[config.mk]
export PLATFORM = sky130hd
export DESIGN_NAME = omc_regs
export DESIGN_NICKNAME = d
export VERILOG_FILES = /design/src/design/omc_pkg.sv /design/src/design/omc_led_sel.sv /design/src/design/omc_regs.sv
export SDC_FILE = /design/constraint.sdc
export NUM_CORES = 1
export LEC_CHECK = 0
export BUFFER_PORTS_ARGS = -buffer_cell sky130_fd_sc_hd__buf_2
export CORE_MARGIN = 4
export CORE_UTILIZATION = 43
export DETAILED_ROUTE_END_ITERATION = 12
export PLACE_DENSITY = 0.74
export SKIP_CTS_REPAIR_TIMING = 1
export SLEW_MARGIN = 20
export SYNTH_ARGS = -nofsm -noshare
export SYNTH_HDL_FRONTEND = slang
export SYNTH_SLANG_ARGS = --single-unit
[constraint.sdc]
create_clock -name SYS_CLK -period 0.9 [get_ports SYS_CLK]
set_input_delay 0.135 -clock SYS_CLK [delete_from_list [all_inputs] [get_ports SYS_CLK]]
set_output_delay 0.135 -clock SYS_CLK [all_outputs]
set_load 0.02 [all_outputs]
[src/design/omc_pkg.sv]
// Constants for the optical measurement control register bank.
// Assumes an upstream serial-bus slave presents byte-wide register accesses.
package omc_pkg;
   //----------------------------------------------------------------
   // Register map
   //----------------------------------------------------------------
   localparam logic [7:0] SENSING_CONTROL_ADDR  = 8'h16;
   localparam logic [7:0] LED_CURRENT_LOW_ADDR  = 8'h17;
   localparam logic [7:0] LED_CURRENT_HIGH_ADDR = 8'h18;
   localparam logic [7:0] SENSING_CONTROL_RST   = 8'h00;
   localparam logic [7:0] LED_CURRENT_LOW_RST   = 8'hFF;
   localparam logic [7:0] LED_CURRENT_HIGH_RST  = 8'h01;
   localparam logic [7:0] SENSING_CONTROL_MASK  = 8'h0F;
   localparam logic [7:0] LED_CURRENT_HIGH_MASK = 8'h03;
   //----------------------------------------------------------------
   // Field positions
   //----------------------------------------------------------------
   localparam int ENABLE_BIT   = 0;
   localparam int MODE_LSB     = 1;
   localparam int MODE_MSB     = 2;
   localparam int SLEEP_BIT    = 3;
   localparam int HIGH_LSB     = 0;
   localparam int HIGH_MSB     = 1;
   localparam int CURRENT_W    = 10;
   localparam logic [9:0] CURRENT_OFF = 10'h000;
   //----------------------------------------------------------------
   // Modes
   //----------------------------------------------------------------
   localparam logic [1:0] MODE_PROX     = 2'h0;
   localparam logic [1:0] MODE_PULSE1   = 2'h1;
   localparam logic [1:0] MODE_PULSE2   = 2'h2;
   localparam logic [1:0] MODE_RESERVED = 2'h3;
   typedef enum logic [1:0] {OMC_LED_NONE, OMC_LED_IR, OMC_LED_RED} omc_led_t;
endpackage : omc_pkg

[src/design/omc_led_sel.sv]
// LED selection for the pulse-wave and proximity engine.
// Assumes sample_done pulses once per finished sample from the engine.
`timescale 1ns/1ps
module omc_led_sel (
   input  wire logic       SYS_CLK,     // System clock
   input  wire logic       RESETN,      // Async reset, active low
   input  wire logic       active,      // Measurement enabled
   input  wire logic [1:0] mode,        // Mode code
   input  wire logic       swap,        // LED order swap
   input  wire logic       sample_done, // Sample finished pulse
   output logic            use_led1,    // Drive first LED output
   output logic            use_led2,    // Drive second LED output
   output logic            slot_second  // Current sample is second of pair
);
   logic phase;
   logic next_phase;
   wire  interleave = (mode == omc_pkg::MODE_PULSE2);
   wire  single     = (mode == omc_pkg::MODE_PULSE1);
   wire  prox       = (mode == omc_pkg::MODE_PROX);
   wire  ir_now     = interleave ? (phase == swap) : ~swap;
   wire  en_led     = active & (prox | single | interleave);

   assign next_phase = (!active || !interleave) ? 1'b0 :
                       (sample_done ? ~phase : phase);

   always_ff @(posedge SYS_CLK or negedge RESETN) begin
      if (!RESETN) begin
         phase       <= 1'b0;
         use_led1    <= 1'b0;
         use_led2    <= 1'b0;
         slot_second <= 1'b0;
      end else begin
         phase       <= next_phase;
         use_led1    <= en_led & (prox | ir_now);
         use_led2    <= en_led & ~prox & ~ir_now;
         slot_second <= next_phase;
      end
   end
endmodule : omc_led_sel

[src/design/omc_regs.sv]
// Control register bank for the optical measurement engine.
// Assumes a serial-bus slave provides byte accesses with one-cycle write strobes
// and read strobes; engine events arrive as one-cycle pulses on SYS_CLK.
`timescale 1ns/1ps
module omc_regs (
   input  wire logic       SYS_CLK,       // 25 MHz system clock
   input  wire logic       RESETN,        // Async reset, active low
   input  wire logic [7:0] REG_ADDR,      // Register address
   input  wire logic [7:0] REG_WDATA,     // Write data
   input  wire logic       REG_WR,        // Write strobe, one cycle
   input  wire logic       REG_RD,        // Read strobe, one cycle
   output logic      [7:0] REG_RDATA,     // Read data, registered
   input  wire logic       PROX_IRQ_SET,  // Proximity interrupt status set pulse
   input  wire logic       MEAS_DONE,     // Current measurement finished pulse
   input  wire logic       STATUS1_RD,    // Second status register read pulse
   output logic            MEAS_ACTIVE,   // Measurement enable
   output logic      [1:0] MEAS_MODE,     // Effective mode, reserved reads as proximity
   output logic      [9:0] LED_CURRENT,   // LED drive code
   output logic            LED_ON,        // Nonzero drive code
   output logic            LED1_SEL,      // First LED output selected
   output logic            LED2_SEL,      // Second LED output selected
   output logic            SLOT_SECOND,   // Second slot of interleaved pair
   input  wire logic       LED_SWAP       // LED order swap from config register
);
   //----------------------------------------------------------------
   // Registers
   //----------------------------------------------------------------
   logic [7:0] sensing_control;
   logic [7:0] led_current_low;
   logic [7:0] led_current_high;
   logic       sleep_pending;
   logic       meas_finished;
   logic [7:0] next_rdata;

   // One register's address match, shared by write and read decode
   function automatic logic reg_hit(input logic [7:0] addr, input logic [7:0] target);
      reg_hit = (addr == target);
   endfunction : reg_hit

   wire sel_ctrl = reg_hit(REG_ADDR, omc_pkg::SENSING_CONTROL_ADDR);
   wire sel_low  = reg_hit(REG_ADDR, omc_pkg::LED_CURRENT_LOW_ADDR);
   wire sel_high = reg_hit(REG_ADDR, omc_pkg::LED_CURRENT_HIGH_ADDR);

   wire optical_meas_enable = sensing_control[omc_pkg::ENABLE_BIT];
   wire sleep_after_irq     = sensing_control[omc_pkg::SLEEP_BIT];
   wire [1:0] mode_field    = sensing_control[omc_pkg::MODE_MSB:omc_pkg::MODE_LSB];
   wire [1:0] led_drive_high_bits = led_current_high[omc_pkg::HIGH_MSB:omc_pkg::HIGH_LSB];

   // Sleep arms on interrupt, then waits for measurement end and status read
   wire arm_sleep  = sleep_after_irq & optical_meas_enable & PROX_IRQ_SET;
   wire done_seen  = meas_finished | MEAS_DONE;
   wire auto_clear = sleep_pending & done_seen & STATUS1_RD;
   wire host_ctrl  = REG_WR & sel_ctrl;

   // Upper bits are forced to zero whatever the host writes
   wire [7:0] ctrl_wr   = REG_WDATA & omc_pkg::SENSING_CONTROL_MASK;
   wire [7:0] next_ctrl = host_ctrl ? ctrl_wr :
                          auto_clear ? (sensing_control &
                             ~(8'h01 << omc_pkg::ENABLE_BIT)) : sensing_control;

   assign next_rdata = sel_ctrl ? sensing_control :
                       sel_low  ? led_current_low :
                       sel_high ? led_current_high : 8'h00;

   always_ff @(posedge SYS_CLK or negedge RESETN) begin
      if (!RESETN) begin
         sensing_control  <= omc_pkg::SENSING_CONTROL_RST;
         led_current_low  <= omc_pkg::LED_CURRENT_LOW_RST;
         led_current_high <= omc_pkg::LED_CURRENT_HIGH_RST;
         REG_RDATA        <= 8'h00;
      end else begin
         sensing_control <= next_ctrl;
         if (REG_WR && sel_low) begin
            led_current_low <= REG_WDATA;
         end
         if (REG_WR && sel_high) begin
            led_current_high <= REG_WDATA & omc_pkg::LED_CURRENT_HIGH_MASK;
         end
         if (REG_RD) begin
            REG_RDATA <= next_rdata;
         end
      end
   end

   //----------------------------------------------------------------
   // Sleep-after-interrupt sequencing
   //----------------------------------------------------------------
   always_ff @(posedge SYS_CLK or negedge RESETN) begin
      if (!RESETN) begin
         sleep_pending <= 1'b0;
         meas_finished <= 1'b0;
      end else begin
         // Arm wins over clear so a simultaneous interrupt is not lost
         if (arm_sleep) begin
            sleep_pending <= 1'b1;
         end else if (auto_clear || host_ctrl || !optical_meas_enable) begin
            sleep_pending <= 1'b0;
         end
         if (arm_sleep) begin
            meas_finished <= MEAS_DONE;
         end else if (auto_clear || !sleep_pending) begin
            meas_finished <= 1'b0;
         end else if (MEAS_DONE) begin
            meas_finished <= 1'b1;
         end
      end
   end

   //----------------------------------------------------------------
   // Outputs
   //----------------------------------------------------------------
   assign MEAS_ACTIVE = optical_meas_enable;
   assign MEAS_MODE   = (mode_field == omc_pkg::MODE_RESERVED) ?
                        omc_pkg::MODE_PROX : mode_field;
   assign LED_CURRENT = {led_drive_high_bits, led_current_low};
   assign LED_ON      = (LED_CURRENT != omc_pkg::CURRENT_OFF);

   omc_led_sel omc_led_sel_i (
      .SYS_CLK     (SYS_CLK),
      .RESETN      (RESETN),
      .active      (optical_meas_enable & (mode_field != omc_pkg::MODE_RESERVED)),
      .mode        (mode_field),
      .swap        (LED_SWAP),
      .sample_done (MEAS_DONE),
      .use_led1    (LED1_SEL),
      .use_led2    (LED2_SEL),
      .slot_second (SLOT_SECOND)
   );
endmodule : omc_regs
==> impl_metrics.tcl, run 1 <==
set metrics [dict create \
    status "complete, but fails checks" \
    failed_checks "setup timing" \
    htreeDepth 1 \
    rsz0062_at_grt "true" \
    first_global_vias 1127 \
    critical_path_arrival_ps 1370 \
    reg2reg_depth 4 \
    cts.sinks 27 \
    drive_above_1_share 0.733 \
    finalSetupViolations 43 \
    via_per_inst 5.31 \
    tightestPinTransition_ps 339 \
    core-area_mm2 0.00281 \
    post-route-util 0.793 \
    initial_core_util 0.457 \
    ant_nets 0 \
    clock_latency_ps 310 \
    ys_seq_elements 27 \
    hp-class "input port to flop" \
    r2r_start "led_current_low[0]$_DFFE_PN1P_" \
    layout_commonest_cell "buf_6" \
    grt_first_pass_wirelength_um 5440 \
    port-buffer-count 48 \
    fin_skew_ps 3.26 \
    async_flop_share 1.00 \
    r2r_slack_ps -270 \
    synth-seq-area-share 0.536 \
    track_usage 0.169 \
    tns_ps -7980 \
    holdPathStages 2 \
    crit_chain "nor4_1 -> nand3_1 -> buf_2" \
    vdd_drop_max_v 0.000836 \
    p_switching_uw 641 \
    cts_buffers 3 \
    path_delay_family "simple AND/OR/NAND/NOR gates" \
    final_cell_area_mm2 0.00223 \
    ys.warnings.count 0 \
    synthTopCellsByArea "dfrtp_1 (35%), dfstp_2 (18%), mux2_2 (13%)" \
    dr.first_iter.drc_count 48 \
    synth_cell_type_count 29 \
    vias 1178 \
    slew_violations 0 \
    first_pass_iters 4 \
    cp.buffers_inverters 1 \
    fp.dieW_um 62.6 \
    cts_buffer_depth 2 \
    layout_common_cells "buf_6 (42), buf_2 (22), buf_4 (17)" \
    cp_max_fo 2 \
    r2r-end "REG_RDATA[0]$_DFFE_PN0P_" \
    power_density_mw_per_mm2 1070 \
    critPathLaunchType "flop" \
    endpoint_kind "output port" \
    seqPwrFrac 0.550 \
    yosysTopAreaCell "dfrtp_1" \
    ioPinCount 49 \
    fin_nets 216 \
    switching_share 0.270 \
    synth_edf_count 0 \
    hp-start "REG_WDATA[6]" \
    cts_tree "built" \
    holdPathEnd "led_current_low[6]$_DFFE_PN1P_" \
    detail_route.wl_per_cell_um 17.6 \
    dp_cells 199 \
    grt_max_degree 18 \
    p_leak_uw 0.00107 \
    power.internal_uw 1740 \
    slew_headroom 0.772 \
    timing.final.crit_period_ps 1510 \
    clockRootBuffer "clkbuf_4" \
    synth_cells 107 \
    clk_pin_slew_ps 140 \
    place.gp.congestion 0.849 \
    fillCellCount 163 \
    crit_path_max_incr_delay_ps 410 \
    placed_area_mm2 0.00172 \
    area_growth_pct 73.7 \
    n_antenna_cell 0 \
    fin_ws_ps -608 \
    synth.avg_cell_area_um2 12.0 \
    dieArea_mm2 0.00392 \
    rows 19 \
    antenna_found_initial 0 \
    syn-num-nets 131 \
    die_h_um 62.6 \
    drv_cap 0 \
    gr-total-overflow 0 \
    synth_top_area_share 0.352 \
    max_freq_ghz 0.663 \
    synth_area_mm2 0.00128 \
    pwr-share-clk 0.216 \
    combPwrFrac 0.233 \
    drt-total-wl_um 3910 \
    fin_crit_sh 1.68 \
    synthFlopType "dfrtp_1" \
    final-hold-violation-count 0 \
    criticalPathCategory "flop to output port" \
    cpMaxStageDelayCell "dfstp_2" \
    timing.critical_path.required_ps 760 \
    fin_hold_ws_ps 44.5 \
    final_cells 222 \
    hpwlAfterDp_um 2530 \
    drcViolationCount 0 \
]
-- worst max path at each step --
stage / from / depth (start not counted) / slack [ps] / end
floorplan: REG_ADDR[5] / 3 / -290 / sensing_control[1]$_DFFE_PN0N_
global placement: REG_ADDR[5] / 5 / -380 / led_current_low[6]$_DFFE_PN1P_
detailed placement: REG_ADDR[5] / 5 / -400 / led_current_low[1]$_DFFE_PN1P_
CTS: led_current_high[0]$_DFFE_PN1P_ / 3 / -570 / LED_ON
global route: led_current_low[3]$_DFFE_PN1P_ / 3 / -720 / LED_ON
finish: led_current_low[3]$_DFFE_PN1P_ / 3 / -610 / LED_ON
-- registers in the layout, summed over array words and instances (netlist names) --
signal,cells
sensing_control,4
omc_led_sel_i.use_led2,1
REG_RDATA,8
sleep_pending,1
meas_finished,1
led_current_high,2
omc_led_sel_i.slot_second,1
omc_led_sel_i.use_led1,1
led_current_low,8
-- synth_stat cells (2+ instances only) --
cell	count
clkbuf_1	2
nor4_1	2
and3_1	2
dfstp_2	9
dfrtp_1	18
o32ai_1	2
nor3_1	2
nand2_1	9
xor2_1	2
o22ai_1	6
mux2_2	15
nor2b_1	3
nand2b_1	3
a22oi_1	3
nand3_1	4
inv_1	9
a21oi_1	3
nor2_1	2
-- area by class of cell --
class                      instances  area (µm²)  share of cell area
clock buffer                       4        26.3              0.0118
inverter                           9        33.8              0.0152
multi-input combinational         68         693               0.311
sequential                        27         693               0.311
tap                               31        38.8              0.0174
timing repair buffer              83         741               0.333
-- power by group through the flow --
stage | clock network (µW) | logic (µW) | registers (µW)
6_report | 514 | 555 | 1310
3_3_place_gp | 0 | 392 | 1310
3_5_place_dp | 0 | 403 | 1320
2_1_floorplan | 0 | 152 | 1350
4_1_cts | 538 | 405 | 1290
5_1_grt | 575 | 595 | 1310
-- metrics by stage --
step           setup slack, ps  total power (µW)
2_1_floorplan             -290              1500
3_3_place_gp              -375              1700
3_5_place_dp              -401              1720
4_1_cts                   -566              2240
5_1_grt                   -715              2480
6_report                  -608              2380
-- cell families (layout without fill, tap and decap cells) --
family,count (synthesis),in the layout,synth area share
compound gates,17,17,0.0918
xor+xnor,2,2,0.0137
buf+inv,12,96,0.0361
flops,27,27,0.536
mux,16,16,0.140
simple gates,33,33,0.183
-- layer usage --
layer  share of wire  vias to the layer above  GRT usage
met5               0                        -          0
met4           0.020                        0     0.0496
met3           0.038                        8     0.0270
met2            0.54                       34      0.300
met1            0.40                      585      0.212
li1                -                      551          -
No activity file was read; power rests on OpenSTA's default activity.
==> inputs of run 2 (changes only) <==
--- a/config.mk
+++ b/config.mk
@@ -9,6 +9,7 @@
 export CORE_MARGIN = 4
 export CORE_UTILIZATION = 43
 export DETAILED_ROUTE_END_ITERATION = 12
+export GPL_TIMING_DRIVEN = 0
 export PLACE_DENSITY = 0.74
 export SKIP_CTS_REPAIR_TIMING = 1
 export SLEW_MARGIN = 20
==> impl_metrics.tcl, run 2 (synthesis gave the netlist of run 1 again) <==
set metrics [dict create \
    tightestPinTransition_ps 598 \
    port-buffer-count 47 \
    via_per_inst 5.54 \
    timing.final.crit_period_ps 1450 \
    r2r_start "led_current_low[1]$_DFFE_PN1P_" \
    slew_violations 0 \
    finalSetupViolations 45 \
    track_usage 0.156 \
    grt_first_pass_wirelength_um 5060 \
    seqPwrFrac 0.568 \
    holdPathEnd "sensing_control[0]$_DFFE_PN0P_" \
    r2r_slack_ps -290 \
    reg2reg_depth 3 \
    p_total_uw 2320 \
    ioPinCount 49 \
    combPwrFrac 0.208 \
    n_antenna_cell 0 \
    crit_chain "nor4_4 -> nand3_1 -> buf_2" \
    critPathLaunchType "flop" \
    status "complete, but fails checks" \
    path_delay_family "flip-flops" \
    ant_nets 0 \
    initial_core_util 0.457 \
    power_density_mw_per_mm2 1130 \
    grt_max_degree 28 \
    die_h_um 62.6 \
    clock_latency_ps 320 \
    detail_route.wl_per_cell_um 18.0 \
    vdd_drop_max_v 0.00114 \
    hp-start "REG_WDATA[0]" \
    post-route-util 0.735 \
    cts_tree "built" \
    cts.sinks 27 \
    fin_nets 199 \
    core-area_mm2 0.00281 \
    timing.critical_path.required_ps 760 \
    dieArea_mm2 0.00392 \
    rows 19 \
    antenna_found_initial 0 \
    layout_commonest_cell "buf_6" \
    hp-class "input port to flop" \
    fin_hold_ws_ps 48.9 \
    gr-total-overflow 0 \
    clk_pin_slew_ps 150 \
    fin_skew_ps 14.7 \
    holdPathStages 3 \
    slew_headroom 0.601 \
    max_freq_ghz 0.690 \
    htreeDepth 1 \
    area_growth_pct 60.9 \
    cts_buffer_depth 2 \
    rsz0062_at_grt "true" \
    pwr-share-clk 0.224 \
    endpoint_kind "output port" \
    dr.first_iter.drc_count 25 \
    vias 1135 \
    failed_checks "setup timing" \
    p_leak_uw 0.000964 \
    switching_share 0.275 \
    critical_path_arrival_ps 1310 \
    cts_buffers 3 \
    multi_input_area_um2 704 \
    first_global_vias 1047 \
    cp_max_fo 4 \
    place.gp.congestion 0.750 \
    final-hold-violation-count 0 \
    largestRegisters "REG_RDATA: 8 flops, led_current_low: 8 flops, sensing_control: 4 flops" \
    drive_above_1_share 0.695 \
    first_pass_iters 5 \
    crit_path_max_incr_delay_ps 430 \
    drv_cap 0 \
    criticalPathCategory "flop to output port" \
    drt-total-wl_um 3700 \
    p_switching_uw 638 \
    layout_common_cells "buf_6 (33), buf_2 (21), dfrtp_1 (13)" \
    drcViolationCount 0 \
    cp.buffers_inverters 1 \
    clockRootBuffer "clkbuf_4" \
    fin_ws_ps -548 \
    r2r-end "REG_RDATA[1]$_DFFE_PN0P_" \
    cpMaxStageDelayCell "dfstp_2" \
    fp.dieW_um 62.6 \
    fillCellCount 178 \
    regArea_um2 693 \
    power.internal_uw 1680 \
    fin_crit_sh 1.61 \
    hpwlAfterDp_um 2340 \
]
-- run 2: cell count changes in the layout (fill, tap and decap cells not counted), sizes merged --
cell,change
clkbuf,+1
buf,-18
-- run 2: how the worst max path moves through the flow --
stage | from | endpoint | slack (ps) | cells past startpoint
final | led_current_low[2]$_DFFE_PN1P_ | LED_ON | -550 | 3
after floorplan | REG_ADDR[5] | sensing_control[1]$_DFFE_PN0N_ | -290 | 3
after CTS | led_current_low[2]$_DFFE_PN1P_ | LED_ON | -610 | 3
after global placement | REG_ADDR[5] | led_current_high[1]$_DFFE_PN0P_ | -530 | 4
after global routing | led_current_low[2]$_DFFE_PN1P_ | LED_ON | -590 | 3
after detailed placement | REG_ADDR[3] | led_current_low[7]$_DFFE_PN1P_ | -580 | 5
-- run 2: layer usage --
layer	vias to the layer above	global-route usage	share of wire
li1	514	-	-
met1	571	0.192	0.38
met2	42	0.273	0.54
met3	8	0.0306	0.052
met4	0	0.0496	0.028
met5	-	0	0
-- run 2: through the flow --
step | instance area (µm²) | std cells | setup TNS (ps) | setup WS, ps
after CTS | 1630 | 189 | -9920 | -612
final | 2060 | 205 | -7230 | -548
after floorplan | 1330 | 107 | -5340 | -290
after global placement | 1600 | 185 | -10500 | -531
after detailed placement | 1600 | 185 | -11560 | -577
after global routing | 2060 | 205 | -8800 | -593
-- run 2: cell type report --
cell class | instances | area share
clock buffers | 4 | 0.0127
multi-input cells | 68 | 0.342
well taps | 31 | 0.0188
inverters | 9 | 0.0164
plain buffers | 2 | 0.00728
flip-flops and latches | 27 | 0.336
repair buffers | 64 | 0.267
-- run 2: power groups by stage --
stage / combinational (µW) / sequential (µW) / clock, µW
after detailed placement: 345 / 1320 / 0
after global routing: 516 / 1320 / 569
after global placement: 333 / 1320 / 0
after CTS: 346 / 1300 / 536
after floorplan: 152 / 1350 / 0
final: 483 / 1320 / 520
-- run 2: tightest hold or removal path, cell delays in order --
cell	delay [ps]
buf_2	110
inv_1	40
mux2i_1	60
==> inputs of run 3 (changes only) <==
--- a/config.mk
+++ b/config.mk
@@ -8,6 +8,7 @@
 export BUFFER_PORTS_ARGS = -buffer_cell sky130_fd_sc_hd__buf_2
 export CORE_MARGIN = 4
 export CORE_UTILIZATION = 43
+export CTS_BUF_LIST = sky130_fd_sc_hd__clkbuf_4 sky130_fd_sc_hd__clkbuf_8 sky130_fd_sc_hd__clkbuf_16
 export DETAILED_ROUTE_END_ITERATION = 12
 export GPL_TIMING_DRIVEN = 0
 export PLACE_DENSITY = 0.74
==> constraint.sdc (replaced) <==
create_clock -name SYS_CLK -period 0.9 [get_ports SYS_CLK]
set_input_delay 0.045 -clock SYS_CLK [delete_from_list [all_inputs] [get_ports SYS_CLK]]
set_output_delay 0.045 -clock SYS_CLK [all_outputs]
set_load 0.02 [all_outputs]
==> impl_metrics.tcl, run 3 (synthesis gave the netlist of run 1 again) <==
set metrics [dict create \
    dieArea_mm2 0.00392 \
    initial_core_util 0.457 \
    p_leak_uw 0.000998 \
    path_delay_family "flip-flops" \
    crit_chain "nor4_4 -> nand3_1 -> buf_2" \
    die_h_um 62.6 \
    layout_commonest_cell "buf_6" \
    core-area_mm2 0.00281 \
    critPathLaunchType "flop" \
    clk_pin_slew_ps 140 \
    timing.final.crit_period_ps 1360 \
    slew_violations 0 \
    max_freq_ghz 0.734 \
    crit_path_max_incr_delay_ps 440 \
    criticalPathCategory "flop to output port" \
    grt_first_pass_wirelength_um 4860 \
    vias 1185 \
    layout_common_cells "buf_6 (30), buf_2 (24), dfrtp_1 (13), mux2_2 (13)" \
    fin_ws_ps -462 \
    final-hold-violation-count 1 \
    timing.critical_path.required_ps 850 \
    place.gp.congestion 0.720 \
    grt_max_degree 28 \
    largestRegisters "REG_RDATA: 8 flops, led_current_low: 8 flops, sensing_control: 4 flops" \
    drcViolationCount 0 \
    grt_busiest_layer "met2" \
    fillCellCount 173 \
    drive_above_1_share 0.686 \
    fin_nets 210 \
    finalSetupViolations 35 \
    ioPinCount 49 \
    gr-total-overflow 0 \
    rows 19 \
    dr.first_iter.drc_count 44 \
    first_pass_iters 4 \
    fin_skew_ps 1.78 \
    clockRootBuffer "clkbuf_4" \
    grt_util_met2 0.274 \
    rsz0062_at_grt "true" \
    drv_cap 0 \
    tightestPinTransition_ps 578 \
    detail_route.wl_per_cell_um 18.1 \
    area_growth_pct 67.7 \
    antenna_found_initial 0 \
    cts_buffer_depth 2 \
    power_density_mw_per_mm2 1120 \
    ant_nets 0 \
    cts_buffers 3 \
    failed_checks "hold timing, setup timing" \
    track_usage 0.153 \
    cts_tree "built" \
    vdd_drop_max_v 0.000962 \
    endpoint_kind "output port" \
    n_antenna_cell 0 \
    fp.dieW_um 62.6 \
    status "complete, but fails checks" \
    first_global_vias 1069 \
    port-buffer-count 47 \
    drt-total-wl_um 3910 \
    cts.sinks 27 \
    hp-class "input port to flop" \
    fin_hold_ws_ps -5.22 \
    hpwlAfterDp_um 2260 \
    cp_max_fo 4 \
    slew_headroom 0.615 \
    p_total_uw 2400 \
    clock_latency_ps 340 \
    cp.buffers_inverters 1 \
    htreeDepth 1 \
    cpMaxStageDelayCell "dfstp_2" \
    use_met1 0.181 \
    grt_use_met3 0.0288 \
    via_per_inst 5.49 \
    critical_path_arrival_ps 1320 \
    fin_crit_sh 1.51 \
]
## run 3: cell types whose count changed in the layout (fill, tap and decap cells not counted), sizes merged
cell / before / now
dlygate4sd3: 1 / 11
buf: 64 / 65
## run 3: area by class of cell
cell class / instances / area, µm² / area share
Sequential cell: 27 / 693 / 0.323
Timing Repair Buffer: 75 / 643 / 0.299
Clock buffer: 4 / 30.0 / 0.0140
Buffer: 2 / 11.3 / 0.00524
Tap cell: 31 / 38.8 / 0.0181
Multi-Input combinational cell: 68 / 698 / 0.325
Inverter: 9 / 33.8 / 0.0157
## run 3: through the flow
stage	setup TNS [ps]	worst slack (ps)	cells	util	cell area, µm²
6_report	-5260	-462	216	0.766	2150
5_1_grt	-7080	-535	216	0.766	2150
4_1_cts	-6240	-504	189	0.579	1620
3_5_place_dp	-9140	-467	185	0.568	1590
3_3_place_gp	-8360	-441	185	0.568	1590
2_1_floorplan	-3590	-201	107	-	1320
## run 3: power by group
| group | total (µW) | internal, µW | switching (µW) |
|---|---|---|---|
| combinational | 507 | 266 | 241 |
| clock | 577 | 205 | 373 |
| sequential | 1320 | 1270 | 55.0 |
| total | 2400 | 1740 | 668 |
## run 3: worst paths after layout
kind / start / end / slack (ps) / depth (start not counted)
setup / recovery: led_current_high[0]$_DFFE_PN1P_ / LED_ON / -460 / 3
hold / removal: MEAS_DONE / meas_finished$_DFFE_PN0P_ / -5 / 3
setup reg to reg: led_current_low[1]$_DFFE_PN1P_ / REG_RDATA[1]$_DFFE_PN0P_ / -270 / 3
hold reg to reg: led_current_low[4]$_DFFE_PN1P_ / REG_RDATA[4]$_DFFE_PN0P_ / 560 / 2
max in group asynchronous: RESETN / sensing_control[1]$_DFFE_PN0N_ / 270 / 2
min in group asynchronous: RESETN / omc_led_sel_i.use_led2$_DFF_PN0_ / 220 / 2
## run 3: worst min-delay path, delay by kind of cell
family          cells  cell delay [ps]
compound gates      2              140
buf+inv             1              130
## run 3: metal layers
metal / wire length (µm) / vias up
li1: - / 542
met1: 1590 / 591
met5: 0 / -
met2: 2050 / 45
met3: 182 / 7
met4: 86 / 0
